## src/design/pim_pkg.sv

```systemverilog
// Notes on behaviour
// - mask register at 0x04, resets zero, top bits zero
// - mask bit 5 gates switch 3 fault
// - mask bit 4 gates switch 2 fault
// - mask bit 3 gates switch 1 fault
// - mask bits 2..0 gate current-limit events 3..1
// - unmasked event pulls interrupt output low
// - masking never stops flag updates
// - read-only status at 0x05, top bits reset zero
// - status bit 7 shows seal broken
// - status bit 6 shows defaults modified
// - status bit 5 set while mains pin low
// - status bit 4 set while button pin low
// - status bits 3..2 show power state
// - status bits 1..0 show coin-cell level
// - flag register 0x02: faults 5..3, limits 2..0
// - acquisition start bit triggers, then self-clears
package pim_pkg;

    // register subaddresses
    localparam logic [7:0] ADDR_EVENT_FLAGS = 8'h02;
    localparam logic [7:0] ADDR_IRQ_MASK    = 8'h04;
    localparam logic [7:0] ADDR_STATUS      = 8'h05;
    localparam logic [7:0] ADDR_CONTROL     = 8'h06;

    // values after reset
    localparam logic [5:0] MASK_RESET       = 6'h00;
    localparam logic [5:0] FLAGS_RESET      = 6'h00;
    localparam logic [1:0] CTRL_RESET       = 2'h0;
    localparam logic [7:0] RDATA_RESET      = 8'h00;
    localparam logic [7:0] UNMAPPED_DATA    = 8'h00;

    // field positions, shared by flag and mask registers
    localparam int FAULT_LSB   = 3;   // faults of switches 1..3
    localparam int ILIMIT_LSB  = 0;   // current limits of switches 1..3
    localparam int NUM_SW      = 3;
    localparam int EVENT_BITS  = 6;

    // status register positions
    localparam int ST_SEAL     = 7;
    localparam int ST_NVM      = 6;
    localparam int ST_MAINS    = 5;
    localparam int ST_BUTTON   = 4;
    localparam int ST_STATE_LO = 2;
    localparam int ST_COIN_LO  = 0;

    // control register positions
    localparam int CTRL_ACQ    = 0;
    localparam int CTRL_PFAIL  = 1;

    // power state codes
    typedef enum logic [1:0] {
        PST_TRANSITION = 2'h0,
        PST_WAIT_EN    = 2'h1,
        PST_ACTIVE     = 2'h2,
        PST_SUSPEND    = 2'h3
    } pim_pwr_state_t;

    // coin-cell level codes
    typedef enum logic [1:0] {
        COIN_ABSENT = 2'h0,
        COIN_LOW    = 2'h1,
        COIN_GOOD   = 2'h2,
        COIN_IDEAL  = 2'h3
    } pim_coin_level_t;

    // comparator settling time and its cycle count at 100 MHz
    localparam int CLK_PERIOD_NS   = 10;
    localparam int COIN_SETTLE_NS  = 2000;
    localparam int COIN_SETTLE_CYC =
        (COIN_SETTLE_NS + CLK_PERIOD_NS - 1) / CLK_PERIOD_NS;

endpackage : pim_pkg

```

## src/design/pim_coin_meter.sv

```systemverilog
// coin-cell acquisition: waits for comparators to settle, then
// grades the cell against three thresholds
module pim_coin_meter #(
    parameter int SETTLE_CYC = pim_pkg::COIN_SETTLE_CYC
) (
    // clock and reset
    input  wire logic       clk_i,
    input  wire logic       sys_rst_i,
    // acquisition request
    input  wire logic       start_i,        // one-cycle start pulse
    // threshold comparators
    input  wire logic       above_low_i,
    input  wire logic       above_good_i,
    input  wire logic       above_ideal_i,
    // result
    output logic [1:0]      level_o,        // graded level
    output logic            busy_o          // acquisition running
);

    // elaboration check: the settle counter is only 16 bits wide
    if (SETTLE_CYC < 1 || SETTLE_CYC > 65535) begin : g_bad_settle
        $error("pim_coin_meter: SETTLE_CYC out of range");
    end

    // one-hot states
    typedef enum logic [1:0] {
        CM_IDLE   = 2'b01,
        CM_SETTLE = 2'b10
    } pim_cm_state_t;

    pim_cm_state_t state_r;   // current state
    pim_cm_state_t state_nxt; // next state
    logic [15:0]   cnt_r;     // settle counter
    logic [15:0]   cnt_nxt;
    logic [1:0]    level_r;   // last graded level
    logic [1:0]    level_nxt;
    logic [1:0]    grade;     // live grade of comparators

    // thermometer to code; a broken thermometer grades low,
    // which errs on the side of warning software
    always_comb begin
        if (above_ideal_i && above_good_i && above_low_i) begin
            grade = pim_pkg::COIN_IDEAL;
        end else if (above_good_i && above_low_i) begin
            grade = pim_pkg::COIN_GOOD;
        end else if (above_low_i) begin
            grade = pim_pkg::COIN_LOW;
        end else begin
            grade = pim_pkg::COIN_ABSENT;
        end
    end

    // sequencing; a start while busy is ignored
    always_comb begin
        state_nxt = state_r;
        cnt_nxt   = cnt_r;
        level_nxt = level_r;
        case (state_r)
            CM_IDLE: begin
                if (start_i) begin
                    state_nxt = CM_SETTLE;
                    cnt_nxt   = 16'(SETTLE_CYC - 1);
                end
            end
            CM_SETTLE: begin
                if (cnt_r == 16'h0000) begin
                    state_nxt = CM_IDLE;
                    level_nxt = grade;
                end else begin
                    cnt_nxt = cnt_r - 16'h0001;
                end
            end
            default: begin
                state_nxt = CM_IDLE;
            end
        endcase
    end

    // registers only
    always_ff @(posedge clk_i or posedge sys_rst_i) begin
        if (sys_rst_i) begin
            state_r <= CM_IDLE;
            cnt_r   <= 16'h0000;
            level_r <= pim_pkg::COIN_ABSENT;
        end else begin
            state_r <= state_nxt;
            cnt_r   <= cnt_nxt;
            level_r <= level_nxt;
        end
    end

    assign level_o = level_r;
    assign busy_o  = (state_r == CM_SETTLE);

endmodule : pim_coin_meter

```

## src/design/pim_flag_cell.sv

```systemverilog
// one sticky event flag: raised by a level, cleared by a strobe
module pim_flag_cell (
    // clock and reset
    input  wire logic clk_i,
    input  wire logic sys_rst_i,
    // event and clear
    input  wire logic set_i,      // live event condition
    input  wire logic clr_i,      // clear strobe from a flag read
    // flag
    output logic      flag_o
);

    logic flag_r;   // stored flag
    logic flag_nxt; // next flag

    // a set in the clear cycle wins, so no event is lost
    always_comb begin
        flag_nxt = set_i | (flag_r & ~clr_i);
    end

    // registers only
    always_ff @(posedge clk_i or posedge sys_rst_i) begin
        if (sys_rst_i) begin
            flag_r <= 1'b0;
        end else begin
            flag_r <= flag_nxt;
        end
    end

    assign flag_o = flag_r;

endmodule : pim_flag_cell

```

## src/design/pim_irq_status.sv

```systemverilog
// interrupt mask, event flags, status and control registers of the
// power controller, reached through the serial bus register port
module pim_irq_status #(
    parameter int SETTLE_CYC = pim_pkg::COIN_SETTLE_CYC
) (
    // clock and reset
    input  wire logic       clk_i,
    input  wire logic       sys_rst_i,
    // register port from the serial control bus
    input  wire logic [7:0] reg_addr_i,     // subaddress
    input  wire logic       reg_wr_i,       // write strobe
    input  wire logic [7:0] reg_wdata_i,    // write data
    input  wire logic       reg_rd_i,       // read strobe
    output logic [7:0]      reg_rdata_o,    // read data
    output logic            reg_rvalid_o,   // read data valid pulse
    // load switch monitors, index 0 is switch 1
    input  wire logic [2:0] switch_fault_i,
    input  wire logic [2:0] switch_ilimit_i,
    // system conditions
    input  wire logic       seal_broken_i,
    input  wire logic       nvm_modified_i,
    input  wire logic       mains_detect_input_n_i,
    input  wire logic       push_button_input_n_i,
    input  wire logic [1:0] power_state_i,
    // coin-cell comparators
    input  wire logic       coin_above_low_i,
    input  wire logic       coin_above_good_i,
    input  wire logic       coin_above_ideal_i,
    // outputs
    output logic            irq_out_n_o,        // active-low interrupt
    output logic            coin_acquire_busy_o,
    output logic            power_fail_off_o    // power-fail shutdown
);

    // elaboration check: the meter's settle counter is 16 bits wide
    if (SETTLE_CYC < 1 || SETTLE_CYC > 65535) begin : g_bad_settle
        $error("pim_irq_status: SETTLE_CYC out of range");
    end

    // ------------------------------------------------------------
    // register state
    // ------------------------------------------------------------
    logic [5:0] mask_r;          // switch event mask bits
    logic [5:0] mask_nxt;
    logic       acq_start_r;     // self-clearing start bit
    logic       acq_start_nxt;
    logic       pfail_r;         // power-fail shutdown bit
    logic       pfail_nxt;
    logic       seal_r;          // seal state, zero from reset
    logic       seal_nxt;
    logic       nvm_r;           // defaults-modified state
    logic       nvm_nxt;
    logic [7:0] rdata_r;         // read data holding register
    logic [7:0] rdata_nxt;
    logic       rvalid_r;        // read answer pulse
    logic       rvalid_nxt;
    logic       irq_n_r;         // interrupt pin register
    logic       irq_n_nxt;
    logic       busy_r;          // acquisition busy, registered
    logic       busy_nxt;

    // decoded strobes
    logic       wr_mask;         // write to mask register
    logic       wr_ctrl;         // write to control register
    logic       rd_flags;        // read of flag register clears it

    // event flags and coin results from the sub-blocks
    logic [5:0] events;          // live monitor conditions
    logic [5:0] flags;           // sticky flags
    logic [1:0] coin_level;      // graded coin-cell level
    logic       coin_busy;       // meter still settling
    logic [7:0] status_word;     // assembled status value
    logic [7:0] ctrl_word;       // assembled control value

    // ------------------------------------------------------------
    // address decode
    // ------------------------------------------------------------
    always_comb begin
        wr_mask  = reg_wr_i && (reg_addr_i == pim_pkg::ADDR_IRQ_MASK);
        wr_ctrl  = reg_wr_i && (reg_addr_i == pim_pkg::ADDR_CONTROL);
        rd_flags = reg_rd_i &&
                   (reg_addr_i == pim_pkg::ADDR_EVENT_FLAGS);
    end

    // ------------------------------------------------------------
    // event flags: monitors feed flags with no mask in the path
    // ------------------------------------------------------------
    always_comb begin
        events = 6'h00;
        // faults of switches 1..3 in bits 3..5
        events[pim_pkg::FAULT_LSB +: pim_pkg::NUM_SW] =
            switch_fault_i;
        // current limits of switches 1..3 in bits 0..2
        events[pim_pkg::ILIMIT_LSB +: pim_pkg::NUM_SW] =
            switch_ilimit_i;
    end

    // one sticky cell per event; the mask never reaches these, so
    // monitoring goes on while the pin is gated
    for (genvar g = 0; g < pim_pkg::EVENT_BITS; g++) begin : g_flag
        pim_flag_cell u_flag (
            .clk_i     (clk_i),
            .sys_rst_i (sys_rst_i),
            .set_i     (events[g]),
            .clr_i     (rd_flags),
            .flag_o    (flags[g])
        );
    end

    // ------------------------------------------------------------
    // coin-cell meter
    // ------------------------------------------------------------
    pim_coin_meter #(
        .SETTLE_CYC (SETTLE_CYC)
    ) u_coin (
        .clk_i         (clk_i),
        .sys_rst_i     (sys_rst_i),
        .start_i       (acq_start_r),
        .above_low_i   (coin_above_low_i),
        .above_good_i  (coin_above_good_i),
        .above_ideal_i (coin_above_ideal_i),
        .level_o       (coin_level),
        .busy_o        (coin_busy)
    );

    // ------------------------------------------------------------
    // writable registers
    // ------------------------------------------------------------
    always_comb begin
        mask_nxt      = mask_r;
        pfail_nxt     = pfail_r;
        // start bit lives one cycle, then reads back as zero
        acq_start_nxt = 1'b0;
        if (wr_mask) begin
            // bits 7..6 are dropped: they stay read-only zero
            mask_nxt = reg_wdata_i[5:0];
        end
        if (wr_ctrl) begin
            pfail_nxt     = reg_wdata_i[pim_pkg::CTRL_PFAIL];
            acq_start_nxt = reg_wdata_i[pim_pkg::CTRL_ACQ];
        end
    end

    // ------------------------------------------------------------
    // interrupt pin: low while any flag is set and not masked
    // ------------------------------------------------------------
    always_comb begin
        // bit 5 fault 3, bit 4 fault 2, bit 3 fault 1,
        // bits 2..0 current limits 3..1
        irq_n_nxt = ~|(flags & ~mask_r);
    end

    // ------------------------------------------------------------
    // status assembly
    // ------------------------------------------------------------
    always_comb begin
        // seal and defaults-modified follow their inputs through a
        // register so they read zero straight out of reset
        seal_nxt = seal_broken_i;
        nvm_nxt  = nvm_modified_i;
        busy_nxt = coin_busy;
        status_word = 8'h00;
        status_word[pim_pkg::ST_SEAL]   = seal_r;
        status_word[pim_pkg::ST_NVM]    = nvm_r;
        // pins are active low; the status shows them active high
        status_word[pim_pkg::ST_MAINS]  =
            ~mains_detect_input_n_i;
        status_word[pim_pkg::ST_BUTTON] =
            ~push_button_input_n_i;
        status_word[pim_pkg::ST_STATE_LO +: 2] = power_state_i;
        // holds the last graded value; meaningless until software
        // has run an acquisition
        status_word[pim_pkg::ST_COIN_LO +: 2]  = coin_level;
    end

    // control readback, reserved bits zero
    always_comb begin
        ctrl_word = 8'h00;
        ctrl_word[pim_pkg::CTRL_PFAIL] = pfail_r;
        ctrl_word[pim_pkg::CTRL_ACQ]   = acq_start_r;
    end

    // ------------------------------------------------------------
    // read path: answer one cycle after the read strobe
    // ------------------------------------------------------------
    always_comb begin
        rdata_nxt  = rdata_r;
        rvalid_nxt = reg_rd_i;
        if (reg_rd_i) begin
            case (reg_addr_i)
                pim_pkg::ADDR_EVENT_FLAGS: begin
                    rdata_nxt = {2'b00, flags};
                end
                pim_pkg::ADDR_IRQ_MASK: begin
                    rdata_nxt = {2'b00, mask_r};
                end
                pim_pkg::ADDR_STATUS: begin
                    rdata_nxt = status_word;
                end
                pim_pkg::ADDR_CONTROL: begin
                    rdata_nxt = ctrl_word;
                end
                default: begin
                    // unmapped subaddress reads as zero
                    rdata_nxt = pim_pkg::UNMAPPED_DATA;
                end
            endcase
        end
    end

    // ------------------------------------------------------------
    // registers only
    // ------------------------------------------------------------
    always_ff @(posedge clk_i or posedge sys_rst_i) begin
        if (sys_rst_i) begin
            mask_r      <= pim_pkg::MASK_RESET;
            acq_start_r <= 1'b0;
            pfail_r     <= 1'b0;
            seal_r      <= 1'b0;
            nvm_r       <= 1'b0;
            rdata_r     <= pim_pkg::RDATA_RESET;
            rvalid_r    <= 1'b0;
            irq_n_r     <= 1'b1;
            busy_r      <= 1'b0;
        end else begin
            mask_r      <= mask_nxt;
            acq_start_r <= acq_start_nxt;
            pfail_r     <= pfail_nxt;
            seal_r      <= seal_nxt;
            nvm_r       <= nvm_nxt;
            rdata_r     <= rdata_nxt;
            rvalid_r    <= rvalid_nxt;
            irq_n_r     <= irq_n_nxt;
            busy_r      <= busy_nxt;
        end
    end

    // outputs straight from flip-flops
    assign reg_rdata_o         = rdata_r;
    assign reg_rvalid_o        = rvalid_r;
    assign irq_out_n_o         = irq_n_r;
    assign coin_acquire_busy_o = busy_r;
    assign power_fail_off_o    = pfail_r;

endmodule : pim_irq_status

```

## config.mk

```make
export PLATFORM = sky130hd
export DESIGN_NAME = pim_irq_status
export DESIGN_NICKNAME = d
export VERILOG_FILES = /design/src/design/pim_pkg.sv /design/src/design/pim_coin_meter.sv /design/src/design/pim_flag_cell.sv /design/src/design/pim_irq_status.sv
export SDC_FILE = /design/constraint.sdc
export NUM_CORES = 1
export LEC_CHECK = 0
export ABC_AREA = 1
export BUFFER_PORTS_ARGS = -buffer_cell sky130_fd_sc_hd__buf_2
export CAP_MARGIN = 20
export CORE_UTILIZATION = 45
export CTS_CLUSTER_DIAMETER = 80
export CTS_CLUSTER_SIZE = 25
export DETAILED_ROUTE_END_ITERATION = 10
export HOLD_SLACK_MARGIN = 0.06
export PLACE_DENSITY_LB_ADDON = 0.08
export SKIP_LAST_GASP = 1
export SYNTH_ARGS = -nofsm -noshare
export SYNTH_HDL_FRONTEND = slang
export SYNTH_SLANG_ARGS = --single-unit
export TNS_END_PERCENT = 100
```

## constraint.sdc

```tcl
create_clock -name clk_i -period 1.65 [get_ports clk_i]
set_clock_uncertainty 0.2 [all_clocks]
set_input_delay 0.4125 -clock clk_i [delete_from_list [all_inputs] [get_ports clk_i]]
set_output_delay 0.4125 -clock clk_i [all_outputs]
set_load 0.03 [all_outputs]
```

# --- Word-level counts from Yosys, hierarchy flattened ---
# Index checks and enable logic that the tools add are counted.
totals:
  reg_bits: 47
  word_cells: 69
  inputBits: 35
op_classes:
  n_reduce_logical: 13
  eq_ne: 9
  mux: 11
  bitwise_logic: 17
  addsub: 1
ops:
  columns: ["operator", "count"]
  rows:
  - ["2-to-1 mux 16 bit", 2]
  - ["case mux 16 bit (2 select lines)", 1]
  - ["case mux 8 bit (4 select lines)", 1]
  - ["equality test 8 x 3 -> 1 bit, second input constant", 3]
  - ["zero test 16 bit", 1]
  - ["subtractor 16 x 1 -> 16 bit, second input constant", 1]
  - ["equality test 8 x 2 -> 1 bit, second input constant", 1]
  - ["2-to-1 mux 2 bit", 4]
  - ["bitwise AND 1 bit", 6]
  - ["bitwise AND 6 bit", 1]
  - ["logical AND 1 bit", 6]
  - ["NOT 6 bit", 1]
  - ["bitwise OR 1 bit", 6]
  - ["OR reduction 6 bit", 1]
  - ["!= test 2 bit, second input constant", 2]
  - ["case mux 2 bit (2 select lines)", 1]
  - ["AND reduction 2 bit", 2]
  - ["NOT 1 bit", 3]
  - ["AND reduction 3 bit", 1]
  - ["equality test 2 x 1 -> 1 bit, second input constant", 1]
  - ["equality test 2 bit, second input constant", 1]
  - ["2-to-1 mux 1 bit", 2]
  - ["!= test 2 x 1 -> 1 bit, second input constant", 1]
  - ["nonzero test 2 bit", 1]
  - ["zero test 1 bit", 1]

# --- Longest topological paths before layout ---
logic_depth:
  word_depth: 5
  mapped_depth: 9

# --- Hierarchy ---
# A second synthesis with hierarchy kept.
unflattened:
  hier_cells: 343
  area_unflattened_um2: 2536.2
modules_own_cells:
  columns: ["module", "instances", "area_each_um2", "seq_area_each_um2", "cells_each"]
  rows:
  - ["pim_coin_meter", 1, 1203.7, 501.7, 172]
  - ["pim_irq_status", 1, 1069.8, 526.8, 135]
  - ["pim_flag_cell", 6, 43.8, 25.0, 6]

# --- Worst setup path before layout ---
# OpenSTA, ideal clock, no wires.
synth_path:
  path_type: "register -> register"
  startpoint: "reg u_coin.cnt_r[0]"
  endpoint: "reg u_coin.cnt_r[11]"
  synth_period_minus_slack_ns: 1.705
  n_path_buf: 1
  setup_time_ns: 0.074
  arrival_time_ns: 1.431
  setup_slack_ns: -0.055
  path_stages_with_launch: 10
  path_cell_list: "dfrtp_1 > inv_1 > ha_1 > nand2_2 > nor2_4 > nand2_4 > a21oi_4 > buf_8 > nand2_1 > o21ai_2"
synth_via:
  elab_chain_len: 3
synth_rtl:
  columns: ["item", "line_no", "source"]
  rows:
  - ["from (decl)", "pim_coin_meter.sv:33", "logic [15:0] cnt_r;"]
  - ["from (signal assigned)", "pim_coin_meter.sv:87", "cnt_r <= cnt_nxt;"]
  - ["subtractor 16 x 1 -> 16 bit / zero test 16 bit (equally long branches)", "pim_coin_meter.sv:70, pim_coin_meter.sv:66", null]
  - ["2-to-1 mux 16 bit / != test 2 bit (equally long branches)", null, null]
  - ["case mux 16 bit (2 select lines) / AND reduction 3 bit (equally long branches)", null, null]
# Several ways; a longest one is shown, not always the timed one. The select of a mux whose other input is x is not followed.
# A chain may end at the register's enable or synchronous reset.

# --- Final worst setup path ---
layout_path:
  startpoint: "reg u_coin.cnt_r[9]"
  endpoint: "reg u_coin.cnt_r[5]"
layout_via:
  elab_chain_len: 3
layout_rtl:
  columns: ["item", "line_no", "source"]
  rows:
  - ["zero test 16 bit", "pim_coin_meter.sv:66", "if (cnt_r == 16'h0000) begin"]
  - ["!= test 2 bit (no source line)", null, null]
  - ["AND reduction 3 bit (no source line)", null, null]
# No other way between the ends.

==> summary by stage <==
Placed design
During placement, the flow inserted port buffers numbering 44. The final RePlAce weighted congestion is 0.8276. The number of placed instances, taps included is 463.

The detailed-placement wirelength estimate is 4.095 mm. The area after detailed placement is 3069 µm².

Yosys
The share of synthesized area spent on multiplexers is 0%. Summing the sequential cell areas from Yosys gives between 40% and 50% of the chip area. The mean post-synth cell area is a little under 8 µm². The main flop type after synthesis is sky130_fd_sc_hd__dfrtp_1. Synthesis instantiated 30 different standard cells from the library. The number of warnings printed during yosys synthesis is 0. The count of state elements after synthesis is 47. The compound-gate portion of the synthesized area is 10.43%.

The share of the synthesized netlist area taken by xor and xnor gates is 1.425%. The dominant combinational cell family by area after synthesis is simple AND/OR/NAND/NOR gates. Synthesis produced a netlist with a net count of 350. In the synthesized netlist the async set-or-reset flop fraction comes to 100.0%.

Of the total synthesized cell area, the portion taken by full adders, half adders and majority gates is less than 1%. The cell count after synthesis is ~310. The synthesized netlist occupies a cell area of 2459 µm². Summing the areas of all and, or, nand and nor instances in the mapped netlist gives around 31% of the synthesized area. In this run, synthesis inferred 0 flip-flops with an integrated enable.

Clock network
The number of H-tree levels is 2. No sink is reached through more buffers than the 2 on the longest clock path. The cell chosen for the clock root is sky130_fd_sc_hd__clkbuf_8. TritonCTS built the clock tree. Counting every sink on the clock net gives 47. Buffers inserted during clock tree synthesis total 5. The clock input transition at the sequential cells of the worst setup and hold paths is roughly 0.09 ns. At the later pin of the worst-skew pair, clock insertion delay measures 0.30 ns.

Timing
The post-route worst setup slack is -0.03168 ns. Setup violations remaining at the end of the flow were counted as 8. The measured slew at the worst slew-check pin is 0.2714 ns. The worst path uses 101.9% of the clock period. The maximum achievable frequency is ~590 MHz. The max-slew violation count was 0. The final hold violation count was 0. In the final timing run, aggregate negative setup slack is -0.1643 ns. The routed design could run at a clock period as short as 1.682 ns. Setup repair after global routing could not meet its margin everywhere. The worst hold-check slack is a little over 0.09 ns.

Measured against its own limit, the worst slew margin works out to between 80% and 90%.

Worst hold path
In this run the worst hold path is classified as in2reg.

Critical path
The delay of the slowest critical-path stage is around 0.4 ns. The top fanout value on the critical path is 5. The critical path class is reg2reg. The data required time at the worst endpoint is 1.64 ns.

The cell class contributing the biggest share of worst-path delay is simple AND/OR/NAND/NOR gates. The element type at the critical path start is a flip-flop. The slowest cell on the critical path is sky130_fd_sc_hd__dfrtp_1. STA classifies the critical path endpoint as a flip-flop.

The signal on the critical path passes through nor2_2 -> nand2_2 -> nor2_4 -> nand2_4 -> a21oi_4 -> buf_6 -> clkbuf_16 -> o21ai_2. The data arrival at the endpoint of the critical path is 1.67 ns. The total buffers and inverters traversed by the critical path is 2.

Die
47 I/O pins were placed. Once the floorplan was initialized, standard cells occupied between 40% and 50% of the core. The overall die area is 5763 µm². The overall die width is about 76 µm. Row generation in the floorplan step produced 26 rows. The area inside the core boundary is 5172 µm². The vertical die dimension is between 70 and 80 µm.

Drt
The DRC violation total after the first TritonRoute iteration is 106. The average detailed-routed wire length per instance is about 12 µm. The remaining number of nets flagged by the antenna check after routing is 0.

The number of remaining DRC errors is 0. The detailed router placed 2342 vias in this run. The iteration count of the initial detailed-routing pass is 4. Using the TritonRoute via totals, the vias-per-cell ratio works out to 4.829. For this block, the routed nets add up to 5.849 mm of wire.

Layout
The number of nets in the layout is 450. Excluding fillers, the count of instances in the completed layout stands at 485. The library cells used most frequently in the layout, excluding fill and tap cells, are 76 x sky130_fd_sc_hd__nand2_1, 46 x sky130_fd_sc_hd__buf_4, 45 x sky130_fd_sc_hd__dfrtp_1, 44 x sky130_fd_sc_hd__buf_2, 37 x sky130_fd_sc_hd__inv_1.

The ratio of cells with drive above 1 in the final layout is 35.18%. The repair_antennas step left the layout with diodes totalling 0. The area of all placed cells without fillers is approximately 3400 µm². The library cell used most frequently in the layout, excluding fill and tap cells, is sky130_fd_sc_hd__nand2_1. Relative to the synthesized area, the layout overhead comes to 38.58%.

Run status
The final reports fail on setup timing. The run finished, with violations left.

Global route
The wire length of the first global-routing pass is 9.977 mm. The pin count of the biggest net entering global routing is 40. The number of antenna violations at the first check in global routing was 0.

The number of global-route vias before repair is 2182. The total congestion overflow after global routing is 0. The global-route usage over all layers is 21.78%.

Power and ir drop
In this run the static leakage power is 1.863 nW. VDD sags by at most 0.0004260 V. The power density normalized to cell area is 707.4 nW/µm².

Run
The max-capacitance violation count is 0.
[per-layer routing]
layer	vias up	track usage [%]	share of wire, %
li1	1207	-	-
met1	1067	31.30	50
met2	59	33.64	45
met3	9	3.133	3.8
met4	0	7.692	1.4
met5	-	0	0
[state kept, by name (all words and copies together), names as in the netlist]
name / count
mask_r: 6
reg_rdata_o: 8
irq_out_n_o: 1
u_coin.level_o: 2
g_flag.u_flag.flag_o: 6
nvm_r: 1
u_coin.cnt_r: 16
reg_rvalid_o: 1
coin_acquire_busy_o: 1
u_coin.state_r: 2
power_fail_off_o: 1
seal_r: 1
acq_start_r: 1
[power by group]
group          total [mW]  switching (mW)  internal (mW)
clock               0.849           0.396          0.452
combinational       0.377           0.197          0.179
sequential           1.18          0.0147           1.17
[path summary, 6_finish.rpt]
check	from	to	slack (ns)	cells after the start
max in group asynchronous	sys_rst_i	irq_out_n_o$_DFF_PP1_	0.34	4
hold reg to reg	reg_rdata_o[4]$_DFFE_PP0P_	reg_rdata_o[4]$_DFFE_PP0P_	0.28	2
min in group asynchronous	sys_rst_i	u_coin.cnt_r[1]$_DFFE_PP0P_	0.39	3
setup reg to reg	u_coin.cnt_r[9]$_DFFE_PP0P_	u_coin.cnt_r[5]$_DFFE_PP0P_	-0.03	8
hold / removal	switch_fault_i[0]	g_flag[3].u_flag.flag_o$_DFF_PP0_	0.09	2
setup / recovery	u_coin.cnt_r[9]$_DFFE_PP0P_	u_coin.cnt_r[5]$_DFFE_PP0P_	-0.03	8
[metrics by stage]
step           power (mW)  setup slack (ns)  util (%)
5_1_grt             2.526           -0.1337     65.87
4_1_cts             2.413          -0.01631     64.08
3_3_place_gp        1.529          -0.03567     59.34
6_report            2.410          -0.03168     65.87
2_1_floorplan       1.387           0.01756         -
3_5_place_dp        1.535          -0.09920     59.34
[timing repair]
| action | in CTS | in global routing |
|---|---|---|
| endpoints found under the hold margin | 10 | 0 |
| resized for setup | 9 | 19 |
| cloned | 1 | 1 |
| setup buffers | 8 | 1 |
| hold buffers | 3 | 0 |
| setup endpoints to repair | 13 | 18 |
| pin swaps | 1 | 6 |
[cells in the mapped netlist, drive strengths merged, types with 3 or more instances]
| library cell | number | area, µm² |
|---|---|---|
| o21ai | 26 | 156.4 |
| inv | 41 | 153.9 |
| o22ai | 3 | 18.77 |
| xor2 | 3 | 26.28 |
| nand2 | 87 | 339.1 |
| dfrtp | 45 | 1126 |
| nor3 | 3 | 15.01 |
| o21bai | 6 | 45.04 |
| nand3 | 35 | 175.2 |
| nand4 | 8 | 50.05 |
| nor2 | 38 | 165.2 |
| buf | 7 | 53.80 |
[cells by family after synthesis]
logic type | Yosys count
AOI/OAI and AO/OA | 39
adders and majority gates | 1
xor gates and xnor gates | 4
DFF | 47
buffers and inverters | 49
and+or+nand+nor | 174
[layout make-up]
type	instances	area (µm²)
multi-input cells	218	1147
clock buffers	6	72.57
fillers	436	1765
inverters	42	161.4
clock inverters	2	37.54
well taps	70	87.58
repair buffers	100	721.9
flip-flops and latches	47	1179
(Power assumes the default switching activity.)
